$ cat config.mk
export PLATFORM = sky130hd
export DESIGN_NAME = rk_knob
export DESIGN_NICKNAME = d
export VERILOG_FILES = /design/src/shared/rk_pkg.sv /design/src/hdl/rk_pwm.sv /design/src/hdl/rk_knob.sv
export SDC_FILE = /design/constraint.sdc
export NUM_CORES = 1
export LEC_CHECK = 0
export BUFFER_PORTS_ARGS = -buffer_cell sky130_fd_sc_hd__buf_2
export CAP_MARGIN = 30
export CORE_UTILIZATION = 53
export CTS_CLUSTER_DIAMETER = 30
export CTS_CLUSTER_SIZE = 25
export DETAILED_ROUTE_END_ITERATION = 10
export HOLD_SLACK_MARGIN = 0.08
export PLACE_DENSITY_LB_ADDON = 0.08
export SYNTH_ARGS = -nofsm -noshare
export SYNTH_HDL_FRONTEND = slang
export SYNTH_SLANG_ARGS = --single-unit
$ cat constraint.sdc
create_clock -name clk_sys -period 3.2 [get_ports clk_sys]
set_input_delay 0.32 -clock clk_sys [delete_from_list [all_inputs] [get_ports clk_sys]]
set_output_delay 0.32 -clock clk_sys [all_outputs]
set_load 0.03 [all_outputs]
$ cat src/shared/rk_pkg.sv
// rk_pkg: shared constants and types of the rotary knob peripheral
package rk_pkg;
  // ****************************************
  // timing
  // ****************************************
  localparam int RK_CLK_PERIOD_NS = 4;
  localparam int RK_MS_UNIT_NS = 1000000;
  localparam int RK_MS_CYCLES = RK_MS_UNIT_NS / RK_CLK_PERIOD_NS;
  localparam int RK_DETENTS_PER_REV = 24;
  localparam int RK_EDGES_PER_DETENT = 4;
  localparam logic [15:0] RK_WAIT_DEFAULT = 16'h00FA;
  localparam logic [15:0] RK_WAIT_MIN = 16'h0001;
  localparam logic [15:0] RK_WAIT_MAX = 16'hFDE8;
  localparam logic [15:0] RK_ELAPSED_MAX = 16'hFFFF;
  // ****************************************
  // target address
  // ****************************************
  localparam logic [6:0] RK_ADDR_DEFAULT = 7'h3F;
  localparam logic [6:0] RK_ADDR_STRAP = 7'h3E;
  localparam logic [6:0] RK_ADDR_LOW = 7'h08;
  localparam logic [6:0] RK_ADDR_HIGH = 7'h77;
  // ****************************************
  // register map, byte addresses
  // ****************************************
  localparam logic [5:0] RK_OFS_STATUS = 6'h00;
  localparam logic [5:0] RK_OFS_GATE = 6'h04;
  localparam logic [5:0] RK_OFS_STEP = 6'h08;
  localparam logic [5:0] RK_OFS_ELAPSED = 6'h0C;
  localparam logic [5:0] RK_OFS_WAIT = 6'h10;
  localparam logic [5:0] RK_OFS_COLOUR = 6'h14;
  localparam logic [5:0] RK_OFS_ADDR = 6'h18;
  localparam logic [5:0] RK_OFS_DETENT = 6'h1C;
  localparam logic [1:0] RK_GATE_RESET = 2'h3;
  localparam logic [2:0] RK_FLAG_MASK = 3'h7;
  localparam logic [1:0] RK_RESP_OKAY = 2'h0;
  localparam logic [1:0] RK_RESP_DECERR = 2'h3;
  localparam int RK_STRAP_BIT = 8;

  typedef struct packed {
    logic held;
    logic click;
    logic press_irq;
    logic knob_irq;
  } rk_status_t;

  typedef struct packed {
    logic [7:0] red;
    logic [7:0] green;
    logic [7:0] blue;
  } rk_colour_t;

  typedef enum logic [5:0] {
    RK_I2_IDLE = 6'b000001,
    RK_I2_ADDR = 6'b000010,
    RK_I2_ACK = 6'b000100,
    RK_I2_WRITE = 6'b001000,
    RK_I2_READ = 6'b010000,
    RK_I2_RDACK = 6'b100000
  } rk_i2c_state_t;
endpackage : rk_pkg

$ cat src/hdl/rk_pwm.sv
// rk_pwm: one pulse-width modulated light channel
module rk_pwm
  import rk_pkg::*;
#(
  parameter int WIDTH = 8
) (
  input wire logic clk_sys,
  input wire logic rst,
  input wire logic [WIDTH-1:0] duty,
  output logic pwm
);
  logic [WIDTH-1:0] phase;

  always_ff @(posedge clk_sys) begin
    if (rst) begin
      phase <= '0;
    end else begin
      phase <= phase + 1'b1;
    end
  end

  // full scale stays one count short of always-on
  always_ff @(posedge clk_sys) begin
    if (rst) begin
      pwm <= 1'b0;
    end else begin
      pwm <= (phase < duty);
    end
  end
endmodule : rk_pwm

$ cat src/hdl/rk_knob.sv
// rk_knob: rotary knob peripheral with i2c target and axi4-lite registers
module rk_knob
  import rk_pkg::*;
#(
  parameter int MS_CYCLES = RK_MS_CYCLES
) (
  input wire logic clk_sys,
  input wire logic rst,
  input wire logic rst_pin_n,
  input wire logic knob_a,
  input wire logic knob_b,
  input wire logic button,
  input wire logic addr_strap,
  input wire logic scl_i,
  input wire logic sda_i,
  output logic sda_o,
  output logic sda_oe,
  output logic int_o,
  output logic int_oe,
  output logic irq,
  output logic led_red,
  output logic led_green,
  output logic led_blue,
  input wire rk_colour_t nvm_colour,
  output rk_colour_t nvm_wr_data,
  output logic nvm_wr_valid,
  input wire logic [5:0] s_axi_awaddr,
  input wire logic s_axi_awvalid,
  output logic s_axi_awready,
  input wire logic [31:0] s_axi_wdata,
  input wire logic [3:0] s_axi_wstrb,
  input wire logic s_axi_wvalid,
  output logic s_axi_wready,
  output logic [1:0] s_axi_bresp,
  output logic s_axi_bvalid,
  input wire logic s_axi_bready,
  input wire logic [5:0] s_axi_araddr,
  input wire logic s_axi_arvalid,
  output logic s_axi_arready,
  output logic [31:0] s_axi_rdata,
  output logic [1:0] s_axi_rresp,
  output logic s_axi_rvalid,
  input wire logic s_axi_rready
);
  // ****************************************
  // input synchronisers
  // ****************************************
  localparam int NSYNC = 7;
  logic [NSYNC-1:0] sync_a;
  logic [NSYNC-1:0] sync_b;
  logic [NSYNC-1:0] raw_in;
  logic core_rst;
  logic pin_rst_n, qa, qb, btn, strap, scl, sda;

  assign raw_in = {rst_pin_n, knob_a, knob_b, button, addr_strap, scl_i, sda_i};
  always_ff @(posedge clk_sys) begin
    if (rst) begin
      sync_a <= '0;
      sync_b <= '0;
    end else begin
      sync_a <= raw_in;
      sync_b <= sync_a;
    end
  end
  assign {pin_rst_n, qa, qb, btn, strap, scl, sda} = sync_b;
  assign core_rst = rst | ~pin_rst_n;

  // ****************************************
  // millisecond tick
  // ****************************************
  localparam int MSW = $clog2(MS_CYCLES);
  logic [MSW-1:0] ms_div;
  logic ms_tick;
  always_ff @(posedge clk_sys) begin
    if (core_rst || ms_tick) begin
      ms_div <= '0;
    end else begin
      ms_div <= ms_div + 1'b1;
    end
  end
  assign ms_tick = (ms_div == MSW'(MS_CYCLES - 1));

  // ****************************************
  // quadrature decode
  // ****************************************
  logic [1:0] q_prev;
  logic [2:0] sub_cnt;
  logic q_up, q_dn, step_up, step_dn, moved;
  logic signed [15:0] step_total;
  logic [4:0] detent_pos;
  localparam logic [2:0] SUB_TOP = 3'(RK_EDGES_PER_DETENT - 1);
  localparam logic [4:0] POS_TOP = 5'(RK_DETENTS_PER_REV - 1);

  always_ff @(posedge clk_sys) begin
    if (core_rst) begin
      q_prev <= 2'h0;
    end else begin
      q_prev <= {qa, qb};
    end
  end
  // gray sequence 00-01-11-10 counts up
  assign q_up = ({q_prev, qa, qb} == 4'h1) || ({q_prev, qa, qb} == 4'h7) ||
                ({q_prev, qa, qb} == 4'hE) || ({q_prev, qa, qb} == 4'h8);
  assign q_dn = ({q_prev, qa, qb} == 4'h2) || ({q_prev, qa, qb} == 4'hB) ||
                ({q_prev, qa, qb} == 4'hD) || ({q_prev, qa, qb} == 4'h4);
  assign step_up = q_up && (sub_cnt == SUB_TOP);
  assign step_dn = q_dn && (sub_cnt == -SUB_TOP);
  assign moved = step_up | step_dn;

  always_ff @(posedge clk_sys) begin
    if (core_rst || moved) begin
      sub_cnt <= 3'h0;
    end else if (q_up) begin
      sub_cnt <= sub_cnt + 3'h1;
    end else if (q_dn) begin
      sub_cnt <= sub_cnt - 3'h1;
    end
  end

  always_ff @(posedge clk_sys) begin
    if (core_rst) begin
      detent_pos <= 5'h00;
    end else if (step_up) begin
      detent_pos <= (detent_pos == POS_TOP) ? 5'h00 : detent_pos + 5'h01;
    end else if (step_dn) begin
      detent_pos <= (detent_pos == 5'h00) ? POS_TOP : detent_pos - 5'h01;
    end
  end

  // ****************************************
  // register bus
  // ****************************************
  logic aw_full, w_full, wr_go, rd_go;
  logic [5:0] aw_addr;
  logic [31:0] w_data;
  logic [3:0] w_strb;
  rk_status_t status;
  logic [1:0] irq_gate;
  logic [15:0] idle_elapsed_ms, knob_idle_wait_ms, wait_cnt, wr_wait;
  rk_colour_t colour;
  logic [6:0] sw_addr, eff_addr;
  logic wr_step, wr_elapsed, wr_colour, wr_stat;

  assign s_axi_awready = !aw_full && !s_axi_bvalid;
  assign s_axi_wready = !w_full && !s_axi_bvalid;
  assign wr_go = aw_full && w_full && !s_axi_bvalid;
  always_ff @(posedge clk_sys) begin
    if (core_rst) begin
      aw_full <= 1'b0;
      aw_addr <= 6'h00;
    end else if (s_axi_awvalid && s_axi_awready) begin
      aw_full <= 1'b1;
      aw_addr <= s_axi_awaddr;
    end else if (wr_go) begin
      aw_full <= 1'b0;
    end
  end
  always_ff @(posedge clk_sys) begin
    if (core_rst) begin
      w_full <= 1'b0;
      w_data <= 32'h0;
      w_strb <= 4'h0;
    end else if (s_axi_wvalid && s_axi_wready) begin
      w_full <= 1'b1;
      w_data <= s_axi_wdata;
      w_strb <= s_axi_wstrb;
    end else if (wr_go) begin
      w_full <= 1'b0;
    end
  end
  always_ff @(posedge clk_sys) begin
    if (core_rst) begin
      s_axi_bvalid <= 1'b0;
      s_axi_bresp <= RK_RESP_OKAY;
    end else if (wr_go) begin
      s_axi_bvalid <= 1'b1;
      s_axi_bresp <= (aw_addr > RK_OFS_DETENT || aw_addr[1:0] != 2'h0) ?
                     RK_RESP_DECERR : RK_RESP_OKAY;
    end else if (s_axi_bready) begin
      s_axi_bvalid <= 1'b0;
    end
  end
  // only full-word writes change state; partial strobes are taken and ignored
  assign wr_stat = wr_go && (w_strb == 4'hF);
  assign wr_step = wr_stat && aw_addr == RK_OFS_STEP;
  assign wr_elapsed = wr_stat && aw_addr == RK_OFS_ELAPSED;
  assign wr_colour = wr_stat && aw_addr == RK_OFS_COLOUR;
  assign wr_wait = (w_data[15:0] < RK_WAIT_MIN) ? RK_WAIT_MIN :
                   (w_data[15:0] > RK_WAIT_MAX) ? RK_WAIT_MAX : w_data[15:0];

  always_ff @(posedge clk_sys) begin
    if (core_rst) begin
      irq_gate <= RK_GATE_RESET;
      knob_idle_wait_ms <= RK_WAIT_DEFAULT;
      sw_addr <= RK_ADDR_DEFAULT;
    end else if (wr_stat) begin
      if (aw_addr == RK_OFS_GATE) begin
        irq_gate <= w_data[1:0];
      end
      if (aw_addr == RK_OFS_WAIT) begin
        knob_idle_wait_ms <= wr_wait;
      end
      if (aw_addr == RK_OFS_ADDR && w_data[6:0] >= RK_ADDR_LOW &&
          w_data[6:0] <= RK_ADDR_HIGH) begin
        sw_addr <= w_data[6:0];
      end
    end
  end
  assign eff_addr = strap ? RK_ADDR_STRAP : sw_addr;

  assign s_axi_arready = !s_axi_rvalid;
  assign rd_go = s_axi_arvalid && s_axi_arready;
  always_ff @(posedge clk_sys) begin
    if (core_rst) begin
      s_axi_rvalid <= 1'b0;
      s_axi_rdata <= 32'h0;
      s_axi_rresp <= RK_RESP_OKAY;
    end else if (rd_go) begin
      s_axi_rvalid <= 1'b1;
      s_axi_rresp <= RK_RESP_OKAY;
      unique case (s_axi_araddr)
        RK_OFS_STATUS: s_axi_rdata <= {28'h0, status};
        RK_OFS_GATE: s_axi_rdata <= {30'h0, irq_gate};
        RK_OFS_STEP: s_axi_rdata <= {{16{step_total[15]}}, step_total};
        RK_OFS_ELAPSED: s_axi_rdata <= {16'h0, idle_elapsed_ms};
        RK_OFS_WAIT: s_axi_rdata <= {16'h0, knob_idle_wait_ms};
        RK_OFS_COLOUR: s_axi_rdata <= {8'h0, colour};
        RK_OFS_ADDR: s_axi_rdata <= {23'h0, strap, 1'b0, eff_addr};
        RK_OFS_DETENT: s_axi_rdata <= {27'h0, detent_pos};
        default: begin
          s_axi_rdata <= 32'h0;
          s_axi_rresp <= RK_RESP_DECERR;
        end
      endcase
    end else if (s_axi_rready) begin
      s_axi_rvalid <= 1'b0;
    end
  end

  // ****************************************
  // step count and idle timing
  // ****************************************
  always_ff @(posedge clk_sys) begin
    if (core_rst) begin
      step_total <= 16'sh0000;
    end else if (wr_step) begin
      step_total <= w_data[15:0];
    end else if (step_up) begin
      step_total <= step_total + 16'sh0001;
    end else if (step_dn) begin
      step_total <= step_total - 16'sh0001;
    end
  end

  always_ff @(posedge clk_sys) begin
    if (core_rst || moved) begin
      idle_elapsed_ms <= 16'h0000;
    end else if (wr_elapsed) begin
      idle_elapsed_ms <= w_data[15:0];
    end else if (ms_tick && idle_elapsed_ms != RK_ELAPSED_MAX) begin
      idle_elapsed_ms <= idle_elapsed_ms + 16'h0001;
    end
  end

  logic turn_pending, knob_fire;
  assign knob_fire = turn_pending && !moved && (wait_cnt >= knob_idle_wait_ms);
  always_ff @(posedge clk_sys) begin
    if (core_rst || moved) begin
      wait_cnt <= 16'h0000;
    end else if (turn_pending && ms_tick) begin
      wait_cnt <= wait_cnt + 16'h0001;
    end
  end
  always_ff @(posedge clk_sys) begin
    if (core_rst) begin
      turn_pending <= 1'b0;
    end else if (moved) begin
      turn_pending <= 1'b1;
    end else if (knob_fire) begin
      turn_pending <= 1'b0;
    end
  end

  // ****************************************
  // button and interrupt status
  // ****************************************
  logic btn_prev, btn_edge, btn_release;
  logic [2:0] w1c;
  always_ff @(posedge clk_sys) begin
    if (core_rst) begin
      btn_prev <= 1'b0;
    end else begin
      btn_prev <= btn;
    end
  end
  assign btn_edge = btn ^ btn_prev;
  assign btn_release = btn_prev && !btn;
  assign w1c = (wr_stat && aw_addr == RK_OFS_STATUS) ? w_data[2:0] & RK_FLAG_MASK : 3'h0;

  // a new event in the clearing cycle keeps its flag
  always_ff @(posedge clk_sys) begin
    if (core_rst) begin
      status <= '0;
    end else begin
      status.held <= btn;
      status.click <= (status.click & ~w1c[2]) | btn_release;
      status.press_irq <= (status.press_irq & ~w1c[1]) | btn_edge;
      status.knob_irq <= (status.knob_irq & ~w1c[0]) | knob_fire;
    end
  end

  assign irq = |({status.press_irq, status.knob_irq} & irq_gate);
  assign int_o = 1'b0;
  assign int_oe = irq;

  // ****************************************
  // light colour and nvm
  // ****************************************
  logic restored;
  // nvm contents are taken once after reset release, never under reset
  always_ff @(posedge clk_sys) begin
    if (core_rst) begin
      restored <= 1'b0;
      colour <= '0;
    end else if (!restored) begin
      restored <= 1'b1;
      colour <= nvm_colour;
    end else if (wr_colour) begin
      colour <= w_data[23:0];
    end
  end
  always_ff @(posedge clk_sys) begin
    if (core_rst) begin
      nvm_wr_valid <= 1'b0;
      nvm_wr_data <= '0;
    end else begin
      nvm_wr_valid <= wr_colour && restored;
      nvm_wr_data <= w_data[23:0];
    end
  end

  rk_pwm #(.WIDTH(8)) u_pwm_red (.clk_sys(clk_sys), .rst(core_rst),
    .duty(colour.red), .pwm(led_red));
  rk_pwm #(.WIDTH(8)) u_pwm_green (.clk_sys(clk_sys), .rst(core_rst),
    .duty(colour.green), .pwm(led_green));
  rk_pwm #(.WIDTH(8)) u_pwm_blue (.clk_sys(clk_sys), .rst(core_rst),
    .duty(colour.blue), .pwm(led_blue));

  // ****************************************
  // i2c target: acks its address, reads return status
  // ****************************************
  rk_i2c_state_t i2_state;
  logic scl_d, sda_d, scl_rise, scl_fall, i2_start, i2_stop, i2_rw;
  logic [3:0] bit_cnt;
  logic [7:0] shreg;
  always_ff @(posedge clk_sys) begin
    if (core_rst) begin
      scl_d <= 1'b1;
      sda_d <= 1'b1;
    end else begin
      scl_d <= scl;
      sda_d <= sda;
    end
  end
  assign scl_rise = scl && !scl_d;
  assign scl_fall = !scl && scl_d;
  assign i2_start = scl && scl_d && sda_d && !sda;
  assign i2_stop = scl && scl_d && !sda_d && sda;
  assign sda_o = 1'b0;

  always_ff @(posedge clk_sys) begin
    if (core_rst || i2_stop) begin
      i2_state <= RK_I2_IDLE;
      sda_oe <= 1'b0;
      bit_cnt <= 4'h0;
      shreg <= 8'h00;
      i2_rw <= 1'b0;
    end else if (i2_start) begin
      i2_state <= RK_I2_ADDR;
      sda_oe <= 1'b0;
      bit_cnt <= 4'h0;
    end else begin
      unique case (i2_state)
        RK_I2_IDLE: sda_oe <= 1'b0;
        RK_I2_ADDR, RK_I2_WRITE: begin
          if (scl_rise) begin
            shreg <= {shreg[6:0], sda};
            bit_cnt <= bit_cnt + 4'h1;
          end else if (scl_fall && bit_cnt == 4'h8) begin
            bit_cnt <= 4'h0;
            if (i2_state == RK_I2_WRITE || shreg[7:1] == eff_addr) begin
              i2_state <= RK_I2_ACK;
              sda_oe <= 1'b1;
              if (i2_state == RK_I2_ADDR) begin
                i2_rw <= shreg[0];
              end
            end else begin
              i2_state <= RK_I2_IDLE;
            end
          end
        end
        RK_I2_ACK, RK_I2_RDACK: begin
          if (scl_rise && i2_state == RK_I2_RDACK) begin
            i2_rw <= !sda;
          end else if (scl_fall) begin
            if (i2_rw) begin
              i2_state <= RK_I2_READ;
              shreg <= {4'h0, status};
              sda_oe <= 1'b1;
            end else begin
              i2_state <= (i2_state == RK_I2_ACK) ? RK_I2_WRITE : RK_I2_IDLE;
              sda_oe <= 1'b0;
            end
          end
        end
        RK_I2_READ: begin
          if (scl_rise) begin
            bit_cnt <= bit_cnt + 4'h1;
          end else if (scl_fall) begin
            if (bit_cnt == 4'h8) begin
              bit_cnt <= 4'h0;
              sda_oe <= 1'b0;
              i2_state <= RK_I2_RDACK;
            end else begin
              shreg <= {shreg[6:0], 1'b0};
              sda_oe <= !shreg[6];
            end
          end
        end
      endcase
    end
  end
endmodule : rk_knob

## After elaboration in Yosys (flattened, before gate mapping)

Index checks and enable logic that the tools add are counted.

| word-level totals | value |
|---|---|
| register bits after elaboration | 293 |
| bits of input ports | 86 |
| output and inout port bits | 74 |
| logic and storage cells | 301 |

| operators by class | value |
|---|---|
| $add $sub $neg | 13 |
| magnitude comparators | 9 |
| equal/unequal tests | 59 |
| mux-type cells | 72 |
| bitwise logic cells | 15 |
| reduce and logical (&&, ||, !) cells | 84 |

Operators with widths:

| cell | number |
|---|---|
| case mux 32 bit (8 select lines) | 1 |
| 2-to-1 mux 16 bit | 7 |
| 2-to-1 mux 8 bit | 7 |
| equality test 6 x 5 -> 1 bit (second input constant) | 8 |
| 2-to-1 mux 24 bit | 2 |
| 2-to-1 mux 6 bit | 7 |
| adder 16 x 1 -> 16 bit (second input constant) | 2 |
| logical AND 1 bit | 31 |
| equality test 6 x 4 -> 1 bit (second input constant) | 5 |
| != test 3 bit (second input constant) | 10 |
| != test 2 bit (second input constant) | 14 |
| 2-to-1 mux 5 bit | 5 |
| adder 8 x 1 -> 8 bit (second input constant) | 3 |
| equality test 4 bit (second input constant) | 6 |
| less-than comparator 8 bit | 3 |
| 2-to-1 mux 1 bit | 24 |
| 2-to-1 mux 4 bit | 6 |
| case mux 8 bit (3 select lines) | 1 |
| nonzero test 2 bit | 11 |
| adder 18 x 1 -> 18 bit (second input constant) | 1 |
| equality test 18 bit (second input constant) | 1 |
| equality test 6 x 3 -> 1 bit (second input constant) | 3 |
| case mux 6 bit (3 select lines) | 1 |
| adder 16 x 2 -> 16 bit (second input constant) | 1 |
| 47 further kinds | 92 |

## Longest topological paths before layout

| logic depth | value |
|---|---|
| word-level depth | 11 |
| gate-level depth with buffers | 12 |
| depth with buffers taken out | 12 |

## By module

Synthesis repeated with hierarchy kept, for this count alone.

| unflattened totals | value |
|---|---|
| cell total of the unflattened synthesis | 1660 |
| area, all modules | 14003.4 um2 |

By module, submodules not included:

| module | instances | cells each | area an instance (um2) | sequential area each (um2) |
|---|---|---|---|---|
| rk_knob | 1 | 1492 | 12505.7 | 5144.9 |
| rk_pwm | 3 | 56 | 499.2 | 180.2 |

## Worst setup path after synthesis

No wires, ideal clock.

| path | value |
|---|---|
| path type | reg2reg |
| start | reg sync_b[5] |
| end | reg step_total[12] |
| setup time | 70 ps |
| arrival time | 3219 ps |
| required time | 3130 ps |
| slack | -88 ps |
| stages on the path, launching flop included | 13 |
| path buffers | 0 |
| period minus slack after synthesis | 3288 ps |
| cell sequence | dfxtp_1 xor2_1 nor4_1 nand2_1 clkinv_1 fa_1 nor2b_1 o21ai_0 a211oi_1 o2111ai_1 a21boi_0 mux2_2 a21oi_1 |

| between the ends | value |
|---|---|
| word-level cells in the longest chain between the ends | 7 |
| elaborated cells between the ends (all ways) | 19 |
| classes of those cells | eq/ne (8); mux (2); reduce/logical (9) |

Ends and longest elaborated chain:

| what | line | RTL |
|---|---|---|
| from (decl) | rk_knob.sv:50 | `logic [NSYNC-1:0] sync_b;` |
| from (signal assigned) | rk_knob.sv:62 | `sync_b <= sync_a;` |
| equality test 4 x 1 -> 1 bit or equality test 4 x 3 -> 1 bit (tied branches) | rk_knob.sv:102 | `assign q_up = ({q_prev, qa, qb} == 4'h1) \|\| ({q_prev, qa, qb} == 4'h7) \|\|` |
| logical OR 1 bit (2 in series) | rk_knob.sv:102 |  |
| logical OR 1 bit | rk_knob.sv:103 | `({q_prev, qa, qb} == 4'hE) \|\| ({q_prev, qa, qb} == 4'h8);` |
| logical AND 1 bit | rk_knob.sv:106 | `assign step_up = q_up && (sub_cnt == SUB_TOP);` |
| 2-to-1 mux 16 bit | rk_knob.sv:248 | `end else if (step_up) begin` |
| 2-to-1 mux 16 bit | rk_knob.sv:246 | `end else if (wr_step) begin` |
| to (signal assigned) | rk_knob.sv:247 | `step_total <= w_data[15:0];` |
| to (signal assigned) | rk_knob.sv:249 | `step_total <= step_total + 16'sh0001;` |
| to (signal assigned) | rk_knob.sv:251 | `step_total <= step_total - 16'sh0001;` |
| to (decl) | rk_knob.sv:89 | `logic signed [15:0] step_total;` |

Parallel ways exist; a longest one is shown, timed or not.
A chain may end at the register's enable or synchronous reset.

## Final worst setup path

Ends and elaborated chain as after synthesis.

==> flow_metrics.py <==
metrics = {
    "synth": {
        "synth_cell_types": 67,
        "ys_warn_count": 0,
        "syn_area_per_cell_um2": 8.390,
        "syn_area_um2": 13780,
        "async_reset_ff_share_pct": 0,
        "synth_edf_count": 0,
        "yosysSeqAreaShare_pct": 41.25,
        "syn_inst": 1643,
        "ys_ff_latch": 284,
        "synthFlopType": "dfxtp_1",
    },
    "clock_tree": {
        "clock_path_buffers": 3,
        "cts_buffers": 59,
        "path_clk_slew_ns": 0.05,
        "cts_sinks": 284,
        "cts-root-buf": "clkbuf_16",
        "cts_tree": "built",
        "h-tree-depth": 2,
        "clk_latency_ns": 0.58,
    },
    "outcome": {
        "status": "complete, no violations",
    },
    "power": {
        "fin_total_pwr_mw": 10.05,
        "seqPwrFrac_pct": 35.8,
        "switching_share_pct": 22.55,
        "pwr-share-clk_pct": 61.2,
        "p_leak_nw": 7.025,
        "power_frac_comb_pct": 3.0,
        "p_sw_mw": 2.267,
        "ir_drop_mv": 0.5261,
        "p_per_area_nw_per_um2": 571.1,
        "p_int_mw": 7.784,
    },
    "die": {
        "die_area_um2": 26660,
        "rows": 58,
        "boundaryPins": 160,
        "start_util_pct": 54.43,
        "design.core.area_um2": 25330,
        "die_y_um": 163.3,
        "die_x_um": 163.3,
    },
    "hold_path": {
        "min-delay-start": "s_axi_arvalid",
        "hold_class": "input pin to flip-flop",
    },
    "layout": {
        "fillCellCount": 2018,
        "register_area_um2": 5687,
        "fin_nets": 2016,
        "stdcell_area_um2": 17600,
        "syn2layout_area_growth_pct": 27.68,
        "drive_gt1_share_pct": 16.60,
        "finish.utilization_pct": 69.49,
        "diodes": 0,
        "multiInputGateArea_um2": 7442,
    },
    "route": {
        "vias": 12610,
        "drcViolationCount": 0,
        "final_antenna_net_count": 0,
        "vias_per_cell": 5.628,
        "wl_per_cell_um": 17.77,
        "first_pass_iters": 6,
        "drt_iter0_drc": 1086,
        "routed_wl_um": 39810,
    },
    "sta": {
        "maxSlewViolCount": 0,
        "relSlewSlack_pct": 35.59,
        "timing.final.hold_violations": 0,
        "setup_tns_ns": 0,
        "worstMarginPinSlew_ns": 0.9662,
        "fmax_mhz": 344.3,
        "min_period_over_period_pct": 90.76,
        "min_period_ns": 2.904,
        "setup_violations": 0,
        "grt_setup_unrepaired": "no",
        "finClkSkew_ns": 0.01848,
    },
    "grt": {
        "antenna_found_initial": 2,
        "grt_max_degree": 151,
        "grt_usage_pct": 29.75,
        "grt_first_pass_wirelength_um": 62970,
        "grt.overflow.total": 0,
        "first_global_vias": 12110,
    },
    "worst_setup_path": {
        "critPathArrivalTime_ns": 3.41,
        "cp_max_fo": 12,
        "cp.required_ns": 3.70,
        "worst_setup_path_end_kind": "flip-flop",
        "crit_start": "sync_b[5]",
        "crit_path_start_kind": "flip-flop",
        "rr_startpoint": "sync_b[5]",
        "crit_type": "flip-flop to flip-flop",
    },
    "placed_design": {
        "gp_congestion": 0.8831,
        "dpl-instance-area_um2": 14850,
        "hpwl_um": 26400,
        "io_buffers": 149,
    },
    "flow_run": {
        "max_cap_violations": 0,
    },
}
synthesized netlist by cell type, drive strengths merged (43+ instances only):
cell type  instances  area (um2)
a211oi            57       445.4
clkbuf            72       270.3
nand3             48       240.2
nand2            165       619.3
inv               69       259.0
mux2i             43       430.4
nor2             190       713.2
dfxtp            284        5685
xor2              49       429.2
ha                67       838.3
a21oi            142       710.7
o21ai             53       265.3
cells in the final DEF, fill, tap and decap left out, drive strengths merged, types with 25 or more instances in the layout:
cell type,n
and2,40
a211oi,57
dlygate4sd3,67
xnor2,34
a21oi,142
clkinv,25
dfxtp,284
inv,71
buf,187
a22oi,36
nand2,165
nor2b,29
xor2,49
mux2i,43
nand3,48
ha,67
nor2,190
o21ai,53
clkbuf,71
worst paths after layout:
kind | to | slack (ns) | cells after the start
min | s_axi_rresp[0] | 0.10 | 3
min reg2reg | sync_b[6] | 0.43 | 1
max reg2reg | step_total[12] | 0.30 | 12
max | step_total[12] | 0.30 | 12
what timing repair did:
action                                  in CTS  in global routing
gates resized for setup                      1                  3
hold endpoints to repair                    67                  0
pin swaps                                    0                  1
endpoints found under the setup margin       1                  5
cloned                                       0                  0
hold buffers                                67                  0
buffers inserted                             0                  1
cell families after synthesis:
family | synth area share [%]
xor+xnor | 5.274
mux | 3.367
other cells | 0.02720
fa+ha+maj | 6.372
compound gates | 17.01
simple gates | 21.73
flops | 41.25
buf+inv | 4.974
critical path, cell delays in order, from the launching register on:
cell and delay [ns]:
dfxtp_1 0.31, xor2_1 0.17, nor4_1 0.25, buf_4 0.18, nand2_4 0.11, ha_1 0.36
nor2b_1 0.18, o21ai_0 0.13, a211oi_2 0.31, o2111ai_1 0.17, a21boi_1 0.17, mux2_2 0.35
a21oi_1 0.13
stage by stage:
| stage | instances | setup slack [ns] | hold slack, ns |
|---|---|---|---|
| global placement | 2061 | 0.09608 | 0.4180 |
| finish | 2240 | 0.2956 | 0.1047 |
| detailed placement | 2062 | 0.009673 | 0.4241 |
| CTS | 2239 | 0.1118 | 0.08533 |
| global route | 2240 | 0.01802 | 0.1226 |
| floorplan | 1644 | 0.1464 | 0.3916 |
area by class of cell:
type	instances	area share, %
Inverter	70	1.493
Clock buffer	71	9.100
Clock inverter	39	2.609
Tap cell	330	2.346
Multi-Input combinational cell	1192	42.29
Timing Repair Buffer	254	9.854
Sequential cell	284	32.31
sequential cells by signal (all words and copies together) (netlist names), 16 cells and up:
register / flops
wait_cnt: 16
step_total: 16
knob_idle_wait_ms: 16
nvm_wr_data: 24
s_axi_rdata: 25
colour: 24
idle_elapsed_ms: 16
ms_div: 18
w_data: 24
power groups by stage:
| stage | Sequential [mW] | Clock, mW | Combinational, mW |
|---|---|---|---|
| 6_report | 3.59 | 6.15 | 0.306 |
| 5_1_grt | 3.59 | 6.40 | 0.333 |
| 4_1_cts | 3.59 | 6.21 | 0.301 |
| 3_5_place_dp | 3.66 | 0 | 0.234 |
| 3_3_place_gp | 3.66 | 0 | 0.230 |
| 2_1_floorplan | 3.65 | 0 | 0.136 |
per-layer routing:
layer	up-vias	wire, um	global-route usage, %	share of wire [%]
li1	6183	-	-	-
met1	5890	17430	38.11	44
met2	431	18670	49.92	47
met3	102	2488	4.647	6.2
met4	0	1214	11.68	3.0
met5	-	0	0	0
No activity file was read; power rests on OpenSTA's default activity.
